==> src/mul16_round_unit.sv <==
// ----------------------------------------------------------------------------
// shared constants
// ----------------------------------------------------------------------------
package mul16_pkg;

   // option selected for the multiply
   typedef enum logic [3:0] {
      mode_default,
      unsigned_fraction,
      signed_integer,
      unsigned_integer,
      signed_chop_mode,
      unsigned_chop_mode,
      double_and_round,
      scaled_signed_integer,
      integer_high_extract
   } mul_mode_t;

   localparam int unsigned DATA_W    = 32;
   localparam int unsigned HALF_W    = 16;
   localparam int unsigned OPX_W     = 17;
   localparam int unsigned PROD_W    = 34;
   localparam int unsigned WIDE_W    = 40;
   localparam int unsigned NUM_REGS  = 8;
   localparam int unsigned IDX_W     = 3;
   localparam int unsigned ROUND_POS = 16;

   localparam logic [15:0] ROUND_HALF = 16'h8000;
   localparam logic [15:0] FRAC_NEG_ONE = 16'h8000;
   localparam logic [15:0] FRAC_MAX16   = 16'h7FFF;
   localparam logic [31:0] FRAC_MAX32   = 32'h7FFF_FFFF;

   localparam logic [39:0] S16_MAX = 40'h00_0000_7FFF;
   localparam logic [39:0] S16_MIN = 40'hFF_FFFF_8000;
   localparam logic [39:0] U16_MAX = 40'h00_0000_FFFF;
   localparam logic [39:0] S32_MAX = 40'h00_7FFF_FFFF;
   localparam logic [39:0] S32_MIN = 40'hFF_8000_0000;
   localparam logic [39:0] U32_MAX = 40'h00_FFFF_FFFF;
   localparam logic [39:0] U_MIN   = 40'h00_0000_0000;

   // level of the rounding kind bit that selects biased rounding
   localparam logic RND_BIASED = 1'b1;

   localparam logic [31:0] RF_RESET   = 32'h0000_0000;
   localparam logic        FLAG_RESET = 1'b0;

endpackage : mul16_pkg

// ----------------------------------------------------------------------------
// rounding, extraction and saturation of the scaled product
// ----------------------------------------------------------------------------
module mul16_round_unit (
   input  wire logic signed [39:0] wide_i,
   input  wire logic               frac_i,
   input  wire logic               round_en_i,
   input  wire logic               biased_i,
   input  wire logic               uns_i,
   input  wire logic               full_i,
   output logic [31:0]             res_o,
   output logic                    sat_o
);

   logic signed [39:0] trunc_w;
   logic        [15:0] low_w;
   logic               inc_w;
   logic signed [39:0] rounded_w;
   logic signed [39:0] picked_w;
   logic signed [39:0] max_w;
   logic signed [39:0] min_w;
   logic               over_w;
   logic               under_w;
   logic        [31:0] clamp_w;

   // bits below the cut are dropped when rounding is off
   assign trunc_w   = wide_i >>> mul16_pkg::ROUND_POS;
   assign low_w     = wide_i[15:0];
   // unbiased: an exact half rounds toward the even result
   assign inc_w     = round_en_i & low_w[15] & (biased_i | (|low_w[14:0]) | trunc_w[0]);
   assign rounded_w = trunc_w + 40'(inc_w);
   assign picked_w  = frac_i ? rounded_w : wide_i;

   assign max_w   = full_i ? (uns_i ? mul16_pkg::U32_MAX : mul16_pkg::S32_MAX)
                           : (uns_i ? mul16_pkg::U16_MAX : mul16_pkg::S16_MAX);
   assign min_w   = uns_i ? mul16_pkg::U_MIN : (full_i ? mul16_pkg::S32_MIN : mul16_pkg::S16_MIN);
   assign over_w  = picked_w > max_w;
   assign under_w = picked_w < min_w;
   assign clamp_w = over_w ? max_w[31:0] : (under_w ? min_w[31:0] : picked_w[31:0]);

   assign res_o = full_i ? clamp_w : {16'h0000, clamp_w[15:0]};
   assign sat_o = over_w | under_w;

endmodule : mul16_round_unit

==> src/mul16_operand_multiplier.sv <==
// Decided for this implementation: the register offsets and strobed register access.
module mul16_operand_multiplier (
   input  wire logic                          clk_i,
   input  wire logic                          srst_i,
   input  wire logic                          op_valid_i,
   input  wire mul16_pkg::mul_mode_t          mode_i,
   input  wire logic                          mixed_i,
   input  wire logic [mul16_pkg::IDX_W-1:0]   src0_idx_i,
   input  wire logic                          src0_high_i,
   input  wire logic [mul16_pkg::IDX_W-1:0]   src1_idx_i,
   input  wire logic                          src1_high_i,
   input  wire logic                          dest_full_i,
   input  wire logic [mul16_pkg::IDX_W-1:0]   dest_idx_i,
   input  wire logic                          dest_high_i,
   input  wire logic                          rounding_kind_bit_i,
   input  wire logic                          sticky_clear_i,
   input  wire logic                          rf_wr_i,
   input  wire logic [mul16_pkg::IDX_W-1:0]   rf_wr_idx_i,
   input  wire logic [31:0]                   rf_wr_data_i,
   input  wire logic                          rf_rd_i,
   input  wire logic [mul16_pkg::IDX_W-1:0]   rf_rd_idx_i,
   output logic      [31:0]                   rf_rd_data_o,
   output logic                               done_o,
   output logic                               illegal_o,
   output logic      [31:0]                   result_o,
   output logic                               unit_one_o,
   output logic                               sat_flag_o,
   output logic                               sticky_saturation_flag_o
);

   // ------------------------------------------------------------------------
   // data register file
   // ------------------------------------------------------------------------
   logic [31:0] rf_q [mul16_pkg::NUM_REGS];

   wire  [31:0] src0_word = rf_q[src0_idx_i];
   wire  [31:0] src1_word = rf_q[src1_idx_i];
   wire  [31:0] dest_word = rf_q[dest_idx_i];
   wire  [15:0] op0       = src0_high_i ? src0_word[31:16] : src0_word[15:0];
   wire  [15:0] op1       = src1_high_i ? src1_word[31:16] : src1_word[15:0];

   // ------------------------------------------------------------------------
   // option decode
   // ------------------------------------------------------------------------
   wire is_default = mode_i == mul16_pkg::mode_default;
   wire is_ufrac   = mode_i == mul16_pkg::unsigned_fraction;
   wire is_sint    = mode_i == mul16_pkg::signed_integer;
   wire is_uint    = mode_i == mul16_pkg::unsigned_integer;
   wire is_schop   = mode_i == mul16_pkg::signed_chop_mode;
   wire is_uchop   = mode_i == mul16_pkg::unsigned_chop_mode;
   wire is_dround  = mode_i == mul16_pkg::double_and_round;
   wire is_ssint   = mode_i == mul16_pkg::scaled_signed_integer;
   wire is_ihigh   = mode_i == mul16_pkg::integer_high_extract;
   wire mode_ok    = is_default | is_ufrac | is_sint | is_uint | is_schop | is_uchop
                   | is_dround | is_ssint | is_ihigh;

   // unit is fixed by the destination lane or register parity
   wire unit_one   = dest_full_i ? dest_idx_i[0] : dest_high_i;
   wire full_ok    = is_default | is_ufrac | is_sint | is_ssint;
   wire mixed_ok   = ~mixed_i | unit_one;
   wire legal      = mode_ok & (~dest_full_i | full_ok) & mixed_ok;
   wire do_op      = op_valid_i & legal;

   // ------------------------------------------------------------------------
   // product formation
   // ------------------------------------------------------------------------
   wire uns_ops    = is_ufrac | is_uint;
   wire s0_signed  = mixed_i | ~uns_ops;
   wire s1_signed  = ~mixed_i & ~uns_ops;
   wire signed [mul16_pkg::OPX_W-1:0]  op0_x = {s0_signed & op0[15], op0};
   wire signed [mul16_pkg::OPX_W-1:0]  op1_x = {s1_signed & op1[15], op1};
   wire signed [mul16_pkg::PROD_W-1:0] prod  = op0_x * op1_x;

   // left-shift correction only for signed fraction forms without mixed sign
   wire frac_corr  = (is_default | is_schop | is_uchop | is_dround) & ~mixed_i;
   wire dbl        = is_dround | is_ssint;
   wire [1:0] shamt = {1'b0, frac_corr} + {1'b0, dbl};
   wire signed [mul16_pkg::WIDE_W-1:0] prod_w = mul16_pkg::WIDE_W'(prod);
   wire signed [mul16_pkg::WIDE_W-1:0] wide   = prod_w <<< shamt;

   // half results of fraction forms and high extract are cut at bit 16
   wire frac_sel   = ~dest_full_i & ~(is_sint | is_uint | is_ssint);
   wire round_en   = frac_sel & ~(is_schop | is_uchop);
   wire uns_sat    = is_ufrac | is_uint | is_uchop;
   wire biased     = rounding_kind_bit_i == mul16_pkg::RND_BIASED;

   logic [31:0] res;
   logic        sat;

   mul16_round_unit u_round (
      .wide_i     (wide),
      .frac_i     (frac_sel),
      .round_en_i (round_en),
      .biased_i   (biased),
      .uns_i      (uns_sat),
      .full_i     (dest_full_i),
      .res_o      (res),
      .sat_o      (sat)
   );

   // half results land in their own lane, the other lane is kept
   wire [31:0] dest_new = dest_full_i ? res
                        : (dest_high_i ? {res[15:0], dest_word[15:0]}
                                       : {dest_word[31:16], res[15:0]});

   // ------------------------------------------------------------------------
   // register file update
   // ------------------------------------------------------------------------
   for (genvar i = 0; i < mul16_pkg::NUM_REGS; i++) begin : g_rf
      wire hit_op = do_op & (dest_idx_i == (mul16_pkg::IDX_W)'(i));
      wire hit_wr = rf_wr_i & (rf_wr_idx_i == (mul16_pkg::IDX_W)'(i));
      always_ff @(posedge clk_i) begin
         if (srst_i) begin
            rf_q[i] <= mul16_pkg::RF_RESET;
         end else if (hit_op) begin
            rf_q[i] <= dest_new;
         end else if (hit_wr) begin
            rf_q[i] <= rf_wr_data_i;
         end
      end
   end

   // ------------------------------------------------------------------------
   // status and outputs
   // ------------------------------------------------------------------------
   logic [31:0] rd_data_q;
   logic        done_q;
   logic        illegal_q;
   logic [31:0] result_q;
   logic        unit_one_q;
   logic        sat_flag_q;
   logic        sticky_q;

   wire  [31:0] rd_data_d = rf_rd_i ? rf_q[rf_rd_idx_i] : rd_data_q;
   wire  [31:0] result_d  = do_op ? res : result_q;
   wire         unit_d    = do_op ? unit_one : unit_one_q;
   wire         sat_d     = do_op ? sat : sat_flag_q;
   // a new saturation wins over a clear in the same cycle
   wire         sticky_d  = (do_op & sat) | (sticky_q & ~sticky_clear_i);

   always_ff @(posedge clk_i) begin
      if (srst_i) begin
         rd_data_q  <= mul16_pkg::RF_RESET;
         done_q     <= 1'b0;
         illegal_q  <= 1'b0;
         result_q   <= mul16_pkg::RF_RESET;
         unit_one_q <= 1'b0;
         sat_flag_q <= mul16_pkg::FLAG_RESET;
         sticky_q   <= mul16_pkg::FLAG_RESET;
      end else begin
         rd_data_q  <= rd_data_d;
         done_q     <= do_op;
         illegal_q  <= op_valid_i & ~legal;
         result_q   <= result_d;
         unit_one_q <= unit_d;
         sat_flag_q <= sat_d;
         sticky_q   <= sticky_d;
      end
   end

   assign rf_rd_data_o             = rd_data_q;
   assign done_o                   = done_q;
   assign illegal_o                = illegal_q;
   assign result_o                 = result_q;
   assign unit_one_o               = unit_one_q;
   assign sat_flag_o               = sat_flag_q;
   assign sticky_saturation_flag_o = sticky_q;

   // ------------------------------------------------------------------------
   // checks
   // ------------------------------------------------------------------------
   wire [15:0] chop_ref   = wide[31:16];
   wire [15:0] uint_ref   = (prod > 34'sh0_0000_FFFF) ? 16'hFFFF : prod[15:0];
   wire        neg_sq     = (op0 == mul16_pkg::FRAC_NEG_ONE) & (op1 == mul16_pkg::FRAC_NEG_ONE);
   wire [15:0] sint16_ref = (prod > 34'sh0_0000_7FFF) ? 16'h7FFF
                          : ((prod < 34'sh3_FFFF_8000) ? 16'h8000 : prod[15:0]);
   wire [15:0] dround_ref = prod[29:14] + {15'h0000, prod[13]};

   property p_low_unit_keeps_high;
      @(posedge clk_i) disable iff (srst_i)
      do_op & ~dest_full_i & ~dest_high_i
      |=> ~unit_one_o && (rf_q[$past(dest_idx_i)][31:16] == $past(dest_word[31:16]));
   endproperty
   a_low_unit_keeps_high : assert property (p_low_unit_keeps_high)
      else $error("low half write disturbed the high half");

   property p_full_parity_unit;
      @(posedge clk_i) disable iff (srst_i)
      do_op & dest_full_i |=> done_o && (unit_one_o == $past(dest_idx_i[0]));
   endproperty
   a_full_parity_unit : assert property (p_full_parity_unit)
      else $error("full destination used the wrong unit");

   property p_mixed_needs_unit_one;
      @(posedge clk_i) disable iff (srst_i)
      op_valid_i & mixed_i & ~unit_one & ~rf_wr_i
      |=> illegal_o && !done_o && (rf_q[$past(dest_idx_i)] == $past(dest_word));
   endproperty
   a_mixed_needs_unit_one : assert property (p_mixed_needs_unit_one)
      else $error("mixed option accepted on unit zero");

   property p_source_kept;
      @(posedge clk_i) disable iff (srst_i)
      do_op & ~rf_wr_i & (src0_idx_i != dest_idx_i)
      |=> rf_q[$past(src0_idx_i)] == $past(src0_word);
   endproperty
   a_source_kept : assert property (p_source_kept)
      else $error("source register changed");

   property p_full_illegal_mode;
      @(posedge clk_i) disable iff (srst_i)
      op_valid_i & dest_full_i & (is_uint | is_schop | is_uchop | is_dround | is_ihigh)
      |=> illegal_o && !done_o;
   endproperty
   a_full_illegal_mode : assert property (p_full_illegal_mode)
      else $error("option not allowed for full destination was executed");

   property p_neg_one_squared;
      @(posedge clk_i) disable iff (srst_i)
      do_op & is_default & ~mixed_i & neg_sq
      |=> sat_flag_o && sticky_saturation_flag_o
          && ($past(dest_full_i) ? (result_o == mul16_pkg::FRAC_MAX32)
                                 : (result_o[15:0] == mul16_pkg::FRAC_MAX16));
   endproperty
   a_neg_one_squared : assert property (p_neg_one_squared)
      else $error("minus one squared did not saturate");

   property p_chop_no_round;
      @(posedge clk_i) disable iff (srst_i)
      do_op & is_schop & ~dest_full_i |=> sat_flag_o || (result_o[15:0] == $past(chop_ref));
   endproperty
   a_chop_no_round : assert property (p_chop_no_round)
      else $error("signed chop result was rounded");

   property p_unbiased_even;
      @(posedge clk_i) disable iff (srst_i)
      do_op & is_default & ~dest_full_i & ~biased & (wide[15:0] == mul16_pkg::ROUND_HALF)
      |=> sat_flag_o || !result_o[0];
   endproperty
   a_unbiased_even : assert property (p_unbiased_even)
      else $error("unbiased tie did not round to even");

   property p_uint_half;
      @(posedge clk_i) disable iff (srst_i)
      do_op & is_uint & ~mixed_i |=> result_o[15:0] == $past(uint_ref);
   endproperty
   a_uint_half : assert property (p_uint_half)
      else $error("unsigned integer half result wrong");

   property p_full_sint;
      @(posedge clk_i) disable iff (srst_i)
      do_op & is_sint & dest_full_i |=> !sat_flag_o && (result_o == $past(prod[31:0]));
   endproperty
   a_full_sint : assert property (p_full_sint)
      else $error("signed integer full result wrong");

   property p_sticky_follows;
      @(posedge clk_i) disable iff (srst_i)
      sat_flag_o & done_o |-> sticky_saturation_flag_o;
   endproperty
   a_sticky_follows : assert property (p_sticky_follows)
      else $error("sticky flag missed a saturation");

   property p_flag_hold;
      @(posedge clk_i) disable iff (srst_i)
      !do_op |=> $stable(sat_flag_o) && $stable(result_o);
   endproperty
   a_flag_hold : assert property (p_flag_hold)
      else $error("flag changed without an operation");

   property p_full_default_unrounded;
      @(posedge clk_i) disable iff (srst_i)
      do_op & dest_full_i & is_default & ~mixed_i & ~neg_sq
      |=> !sat_flag_o && (result_o == $past(wide[31:0]));
   endproperty
   a_full_default_unrounded : assert property (p_full_default_unrounded)
      else $error("full default result was rounded or clipped");

   property p_full_ufrac;
      @(posedge clk_i) disable iff (srst_i)
      do_op & dest_full_i & is_ufrac & ~mixed_i |=> !sat_flag_o && (result_o == $past(prod[31:0]));
   endproperty
   a_full_ufrac : assert property (p_full_ufrac)
      else $error("unsigned full result wrong");

   property p_sint_half;
      @(posedge clk_i) disable iff (srst_i)
      do_op & is_sint & ~dest_full_i & ~mixed_i |=> result_o[15:0] == $past(sint16_ref);
   endproperty
   a_sint_half : assert property (p_sint_half)
      else $error("signed integer half result wrong");

   property p_double_round;
      @(posedge clk_i) disable iff (srst_i)
      do_op & is_dround & ~mixed_i & ~dest_full_i & biased
      |=> sat_flag_o || (result_o[15:0] == $past(dround_ref));
   endproperty
   a_double_round : assert property (p_double_round)
      else $error("double and round result wrong");

   property p_sticky_holds;
      @(posedge clk_i) disable iff (srst_i)
      sticky_saturation_flag_o & ~sticky_clear_i |=> sticky_saturation_flag_o;
   endproperty
   a_sticky_holds : assert property (p_sticky_holds)
      else $error("sticky flag dropped without a clear");

   property p_illegal_keeps_dest;
      @(posedge clk_i) disable iff (srst_i)
      op_valid_i & ~legal & ~rf_wr_i
      |=> illegal_o && !done_o && (rf_q[$past(dest_idx_i)] == $past(dest_word));
   endproperty
   a_illegal_keeps_dest : assert property (p_illegal_keeps_dest)
      else $error("refused operation changed the destination");

   property p_high_unit_keeps_low;
      @(posedge clk_i) disable iff (srst_i)
      do_op & ~dest_full_i & dest_high_i
      |=> unit_one_o && (rf_q[$past(dest_idx_i)][15:0] == $past(dest_word[15:0]));
   endproperty
   a_high_unit_keeps_low : assert property (p_high_unit_keeps_low)
      else $error("high half write disturbed the low half");

endmodule : mul16_operand_multiplier

==> config.mk <==
export PLATFORM = sky130hd
export DESIGN_NAME = mul16_operand_multiplier
export DESIGN_NICKNAME = d
export VERILOG_FILES = /design/src/mul16_round_unit.sv /design/src/mul16_operand_multiplier.sv
export SDC_FILE = /design/constraint.sdc
export NUM_CORES = 2
export LEC_CHECK = 0
export BUFFER_PORTS_ARGS = -buffer_cell sky130_fd_sc_hd__buf_2
export CORE_MARGIN = 2
export CORE_UTILIZATION = 50
export CTS_BUF_LIST = sky130_fd_sc_hd__clkbuf_2 sky130_fd_sc_hd__clkbuf_4 sky130_fd_sc_hd__clkbuf_8
export DETAILED_ROUTE_END_ITERATION = 10
export HOLD_SLACK_MARGIN = 0.02
export PLACE_DENSITY = 0.76
export SYNTH_ARGS = -nofsm -noshare
export SYNTH_HDL_FRONTEND = slang
export SYNTH_SLANG_ARGS = --single-unit
==> constraint.sdc <==
create_clock -name clk_i -period 45.8 [get_ports clk_i]
set_input_delay 4.58 -clock clk_i [delete_from_list [all_inputs] [get_ports clk_i]]
set_output_delay 4.58 -clock clk_i [all_outputs]
set_load 0.02 [all_outputs]
* Word level (Yosys, flattened, before mapping)
Memories as Yosys holds them, arrays and structs flattened. A register that Yosys moved wholly into a read port is not among the register bits.
Cells that the tools add are included.
** Word-level totals
- Input port bits :: 63
- Memories kept :: 1
- Memory bits (writable) :: 256
- Flip-flop bits (word level) :: 37
** Cells by class
- Order comparisons :: 2
- Add/sub/neg operators :: 2
- Mux-type cells :: 88
- Equal/unequal tests :: 22
- Bitwise gates (word level) :: 78
- Reduce and logical (&&, ||, !) cells :: 4
- Shifts and indexed selects :: 1
- Multiply operators :: 1
** Memory list
- rf_q :: words 8, width 32, read ports 4, clocked after memory_dff 1, write ports 8, line mul16_operand_multiplier.sv:34 : logic [31:0] rf_q [mul16_pkg::NUM_REGS];
** Operators by type and width (count)
- 32-bit two-way mux :: 22
- 40-bit two-way mux :: 3
- 1-bit two-way mux :: 59
- 16-bit two-way mux :: 3
- 1-bit bitwise OR :: 41
- 40-bit > comparator :: 1
- 40-bit < comparator :: 1
- 34-bit by 2-bit <<< shifter with 40-bit output :: 1
- 17-bit by 17-bit multiplier with 34-bit output :: 1
- 31-bit two-way mux :: 1
- 1-bit AND :: 30
- 24-bit by 2-bit adder with 25-bit output :: 1
- 3-bit equality test (second input constant) :: 8
- 4-bit by 3-bit equality test with 1-bit output (second input constant) :: 4
- 15-bit OR reduction :: 1
- 3-bit by 2-bit equality test with 1-bit output (second input constant) :: 4
- 4-bit by 2-bit equality test with 1-bit output (second input constant) :: 2
- 1-bit NOT :: 7
- 3-bit by 1-bit equality test with 1-bit output (second input constant) :: 2
- 3-bit logical NOT :: 2
- 4-bit by 1-bit equality test with 1-bit output (second input constant) :: 1
- 4-bit equality test (second input constant) :: 1
- 4-bit logical NOT :: 1
- 1-bit by 1-bit adder with 2-bit output :: 1

* Logic depth before layout (Yosys ltp)
- Depth after elaboration :: 21
- Mapped depth :: 57
- Mapped depth without buffers :: 49

* Modules after synthesis
Synthesis repeated with hierarchy kept, for this count alone.
** Unflattened totals
- Cell total of the unflattened synthesis :: 3332
- Area total of the unflattened synthesis :: 35093.7 um^2
** By module, submodules not included
- mul16_operand_multiplier :: cells an instance 2986, area an instance 32765.2 um^2, times used 1
- mul16_round_unit :: cells an instance 346, area an instance 2328.5 um^2, times used 1

* Least setup slack after synthesis
OpenSTA, ideal clock, no wires.
- Kind :: in2reg
- From :: input port src1_idx_i[0] (netlist name)
- To :: memory rf_q[1][22] (data pin)
- Buffers on the path :: 7
- Arrival time :: 17234 ps
- Stages on the path :: 46
- Slack :: 28282 ps
- Cell sequence :: clkbuf_1 -> clkbuf_1 -> buf_1 -> mux4_2 -> mux2_2 -> o21ai_0 -> clkbuf_1 -> nor2_1 -> fa_1 -> fa_1 -> fa_1 -> fa_1 -> fa_1 -> inv_1 -> fa_1 -> inv_1 -> ha_1 -> clkbuf_1 -> [... 10 more ...] -> a21oi_1 -> ha_1 -> a21o_1 -> a21o_1 -> a21o_1 -> a21o_1 -> a21o_1 -> a21o_1 -> a221oi_1 -> nor2_1 -> nand3_1 -> o32ai_1 -> or2_1 -> o21ai_4 -> buf_6 -> nand2_4 -> a222oi_1 -> o21ai_1
** RTL lines
- from (decl) :: line mul16_operand_multiplier.sv:10 : input wire logic [mul16_pkg::IDX_W-1:0] src1_idx_i,
- to (decl) :: line mul16_operand_multiplier.sv:34

==> flow_metrics.env <==
export IMPL_status="finished clean"
export IMPL_io_pins=132
export IMPL_gp_congestion=1.05
export IMPL_insertion_delay_ns=0.73
export IMPL_clkTransAtPathRegs_ns=0.06
export IMPL_top_layer="met5"
export IMPL_arrival_ns=20.04
export IMPL_cpPeakStageDelay_ns=1.04
export IMPL_met3_length_um=19500
export IMPL_ctsResizeCount=0
export IMPL_grt_pass1_wl_um=197000
export IMPL_r2r_end="rf_q[4][12]"
export IMPL_maxSlewHeadroom=0.116
export IMPL_syn_num_nets=4023
export IMPL_numCtsBuffers=56
export IMPL_tightest_slew_ns=1.33
export IMPL_syn_cell_area_sq_um=36500
export IMPL_antenna_found_initial=15
export IMPL_start_util=0.503
export IMPL_hpwl_um=94100
export IMPL_rrSetupSlack_ns=30.47
export IMPL_m1WireLength_um=45200
export IMPL_fmax_mhz=50.9
export IMPL_grt_usage=0.355
export IMPL_viasPerCell=6.97
export IMPL_synth_main_ff_cell="edfxtp_1"
export IMPL_setup_viol=0
export IMPL_slowest_stage="a21boi_0"
export IMPL_post_route_drc_count=0
export IMPL_clock_skew_ns=0.0828
export IMPL_drt_iter0_markers=4409
export IMPL_hold_viol=0
export IMPL_rows=99
export IMPL_end_kind="register"
export IMPL_hold_buffers=0
export IMPL_die_h_um=274
export IMPL_cts_root_buffer="clkbuf_8"
export IMPL_synth_seq_cells=325
export IMPL_die_w_um=274
export IMPL_grt_max_degree=65
export IMPL_antenna_left=0
export IMPL_critPathLaunch="src0_idx_i[1]"
export IMPL_async_reset_ff_frac=0
export IMPL_area_growth_synth_to_final_pct=7.51
export IMPL_firstDrtPassIters=6
export IMPL_ys_warn_count=0
export IMPL_io_buffer_count=131
export IMPL_ys_seq_area_frac=0.249
export IMPL_core_area_sq_um=72600
export IMPL_routed_via_count=31600
export IMPL_r2r_start="rf_q[7][15]"
export IMPL_drv_slew=0
export IMPL_crit_path_end="rf_q[4][12]"
export IMPL_overflow=0
export IMPL_die_area_sq_um=75200
export IMPL_cts_sinks=325
export IMPL_fillers=6253
export IMPL_avgSynthCellArea_sq_um=10.3
export IMPL_cp_max_fo=61
export IMPL_critPathKind="input port to register"
export IMPL_fin_nets=3999
export IMPL_wl_met2_um=59500
export IMPL_wl_um=134000
export IMPL_fin_crit_ns=19.64
export IMPL_crit_required_ns=46.20
export IMPL_ff2ff_path_depth=45
export IMPL_wl_per_cell_um=29.6
export IMPL_synth_edf_count=256
export IMPL_finalCritPeriodShare=0.429
export IMPL_cap_violations=0
export IMPL_htree_levels=2
export IMPL_cts_setup_buffers=0
export IMPL_syn_inst=3538
export IMPL_drive_above_1_share=0.185
export IMPL_start_kind="input port"
export IMPL_cts_buffer_depth=3
export IMPL_finalSetupTns_ns=0
export IMPL_grt_setup_unrepaired="no"
export IMPL_hp_class="register to register"
export IMPL_synth_distinct_cells=101
export IMPL_cts_tree="built"
export IMPL_grt_pass1_vias=31400
synthesized netlist by cell type (all sizes together) (49+ instances only):
cell    count  area (sq um)
a211oi     86           673
a21oi     126           642
a22o      193          1690
buf        84           347
clkbuf    194           728
dfxtp      69          1380
edfxtp    256          7690
fa        297          5950
ha        125          1560
inv       366          1370
mux2i      81           811
mux4      272          6130
nand2     371          1400
nand3      49           255
nor2      291          1090
o21ai     155           798
per-stage QoR:
stage | cell area (sq um) | std cells | utilization | worst slack [ns] | hold WS (ns)
after floorplan | 36500 | 3538 | - | 28.28 | 0.530
after CTS | 39200 | 4520 | 0.540 | 26.56 | 0.450
after global routing | 39200 | 4523 | 0.540 | 25.43 | 0.475
final | 39200 | 4528 | 0.540 | 26.16 | 0.447
after detailed placement | 38000 | 4415 | 0.523 | 25.94 | 0.442
after global placement | 38000 | 4415 | 0.523 | 26.10 | 0.437
state kept, by name, indices dropped and copies added (netlist names):
register,cells
sat_flag_o,1
done_o,1
illegal_o,1
result_o,32
rf_q,256
unit_one_o,1
rf_rd_data_o,32
sticky_saturation_flag_o,1
logic make-up (layout without fill, tap and decap cells):
group | Yosys count | after routing | share of synthesized area
simple gates | 966 | 966 | 0.121
compound gates | 776 | 776 | 0.154
buf+inv | 644 | 667 | 0.0671
fa+ha+maj | 422 | 422 | 0.206
mux | 365 | 365 | 0.194
flops | 325 | 325 | 0.249
xor+xnor | 40 | 40 | 0.00960
other cells | 0 | 8 | 0
per-layer routing:
| metal | vias up | global-route usage |
|---|---|---|
| met5 | - | 0.00578 |
| met4 | 12 | 0.222 |
| met3 | 657 | 0.126 |
| met2 | 2592 | 0.542 |
| met1 | 15400 | 0.428 |
| li1 | 12900 | - |
worst max-delay path: cells and delay by family:
| kind | cells | cell delay [ns] |
|---|---|---|
| mux | 2 | 0.92 |
| fa+ha+maj | 8 | 4.15 |
| compound gates | 19 | 5.58 |
| buf+inv | 9 | 1.70 |
| simple gates | 8 | 2.49 |
| xor+xnor | 1 | 0.50 |
final cells by class:
cell class	count	area, sq um	area share
Inverter	366	1370	0.0350
Antenna cell	8	20.0	0.000510
Timing Repair Buffer	196	1160	0.0295
Tap cell	959	1200	0.0306
Sequential cell	325	9070	0.231
Multi-Input combinational cell	2569	25200	0.642
Clock inverter	22	205	0.00523
Clock buffer	83	1020	0.0261
placed cells by master (no fill, tap or decap), types with 19 or more instances in the layout:
| cell | synthesis | final |
|---|---|---|
| and2_1 | 37 | 37 |
| o21ai_1 | 30 | 31 |
| nor2_1 | 291 | 285 |
| clkbuf_4 | 0 | 19 |
| nand2_1 | 369 | 368 |
| nand3_1 | 47 | 47 |
| xnor2_1 | 25 | 25 |
| dfxtp_1 | 69 | 69 |
| a22o_1 | 193 | 193 |
| o21a_1 | 28 | 28 |
| buf_4 | 1 | 71 |
| fa_1 | 297 | 297 |
| inv_1 | 364 | 364 |
| nand2b_1 | 29 | 29 |
| ha_1 | 125 | 124 |
| nor3_1 | 41 | 39 |
| mux2i_1 | 81 | 81 |
| a211oi_1 | 82 | 82 |
| nor2b_1 | 30 | 30 |
| o21ai_0 | 123 | 121 |
| edfxtp_1 | 256 | 256 |
| a21o_1 | 28 | 28 |
| mux4_2 | 272 | 272 |
| clkbuf_8 | 0 | 64 |
| buf_2 | 16 | 125 |
| a21oi_1 | 123 | 123 |
| nand4_1 | 25 | 25 |
worst min-delay path by stage:
stage,from,endpoint,slack [ns],cells past startpoint
2_1_floorplan,result_o[17],result_o[17],0.53,2
3_3_place_gp,result_o[19],result_o[19],0.44,2
3_5_place_dp,result_o[17],result_o[17],0.44,2
4_1_cts,result_o[17],result_o[17],0.45,2
5_1_grt,result_o[31],result_o[31],0.47,2
6_report,result_o[17],result_o[17],0.45,2
Power is not shown: default switching activity piles up to over one toggle a cycle in this logic, so the estimate is an artifact.
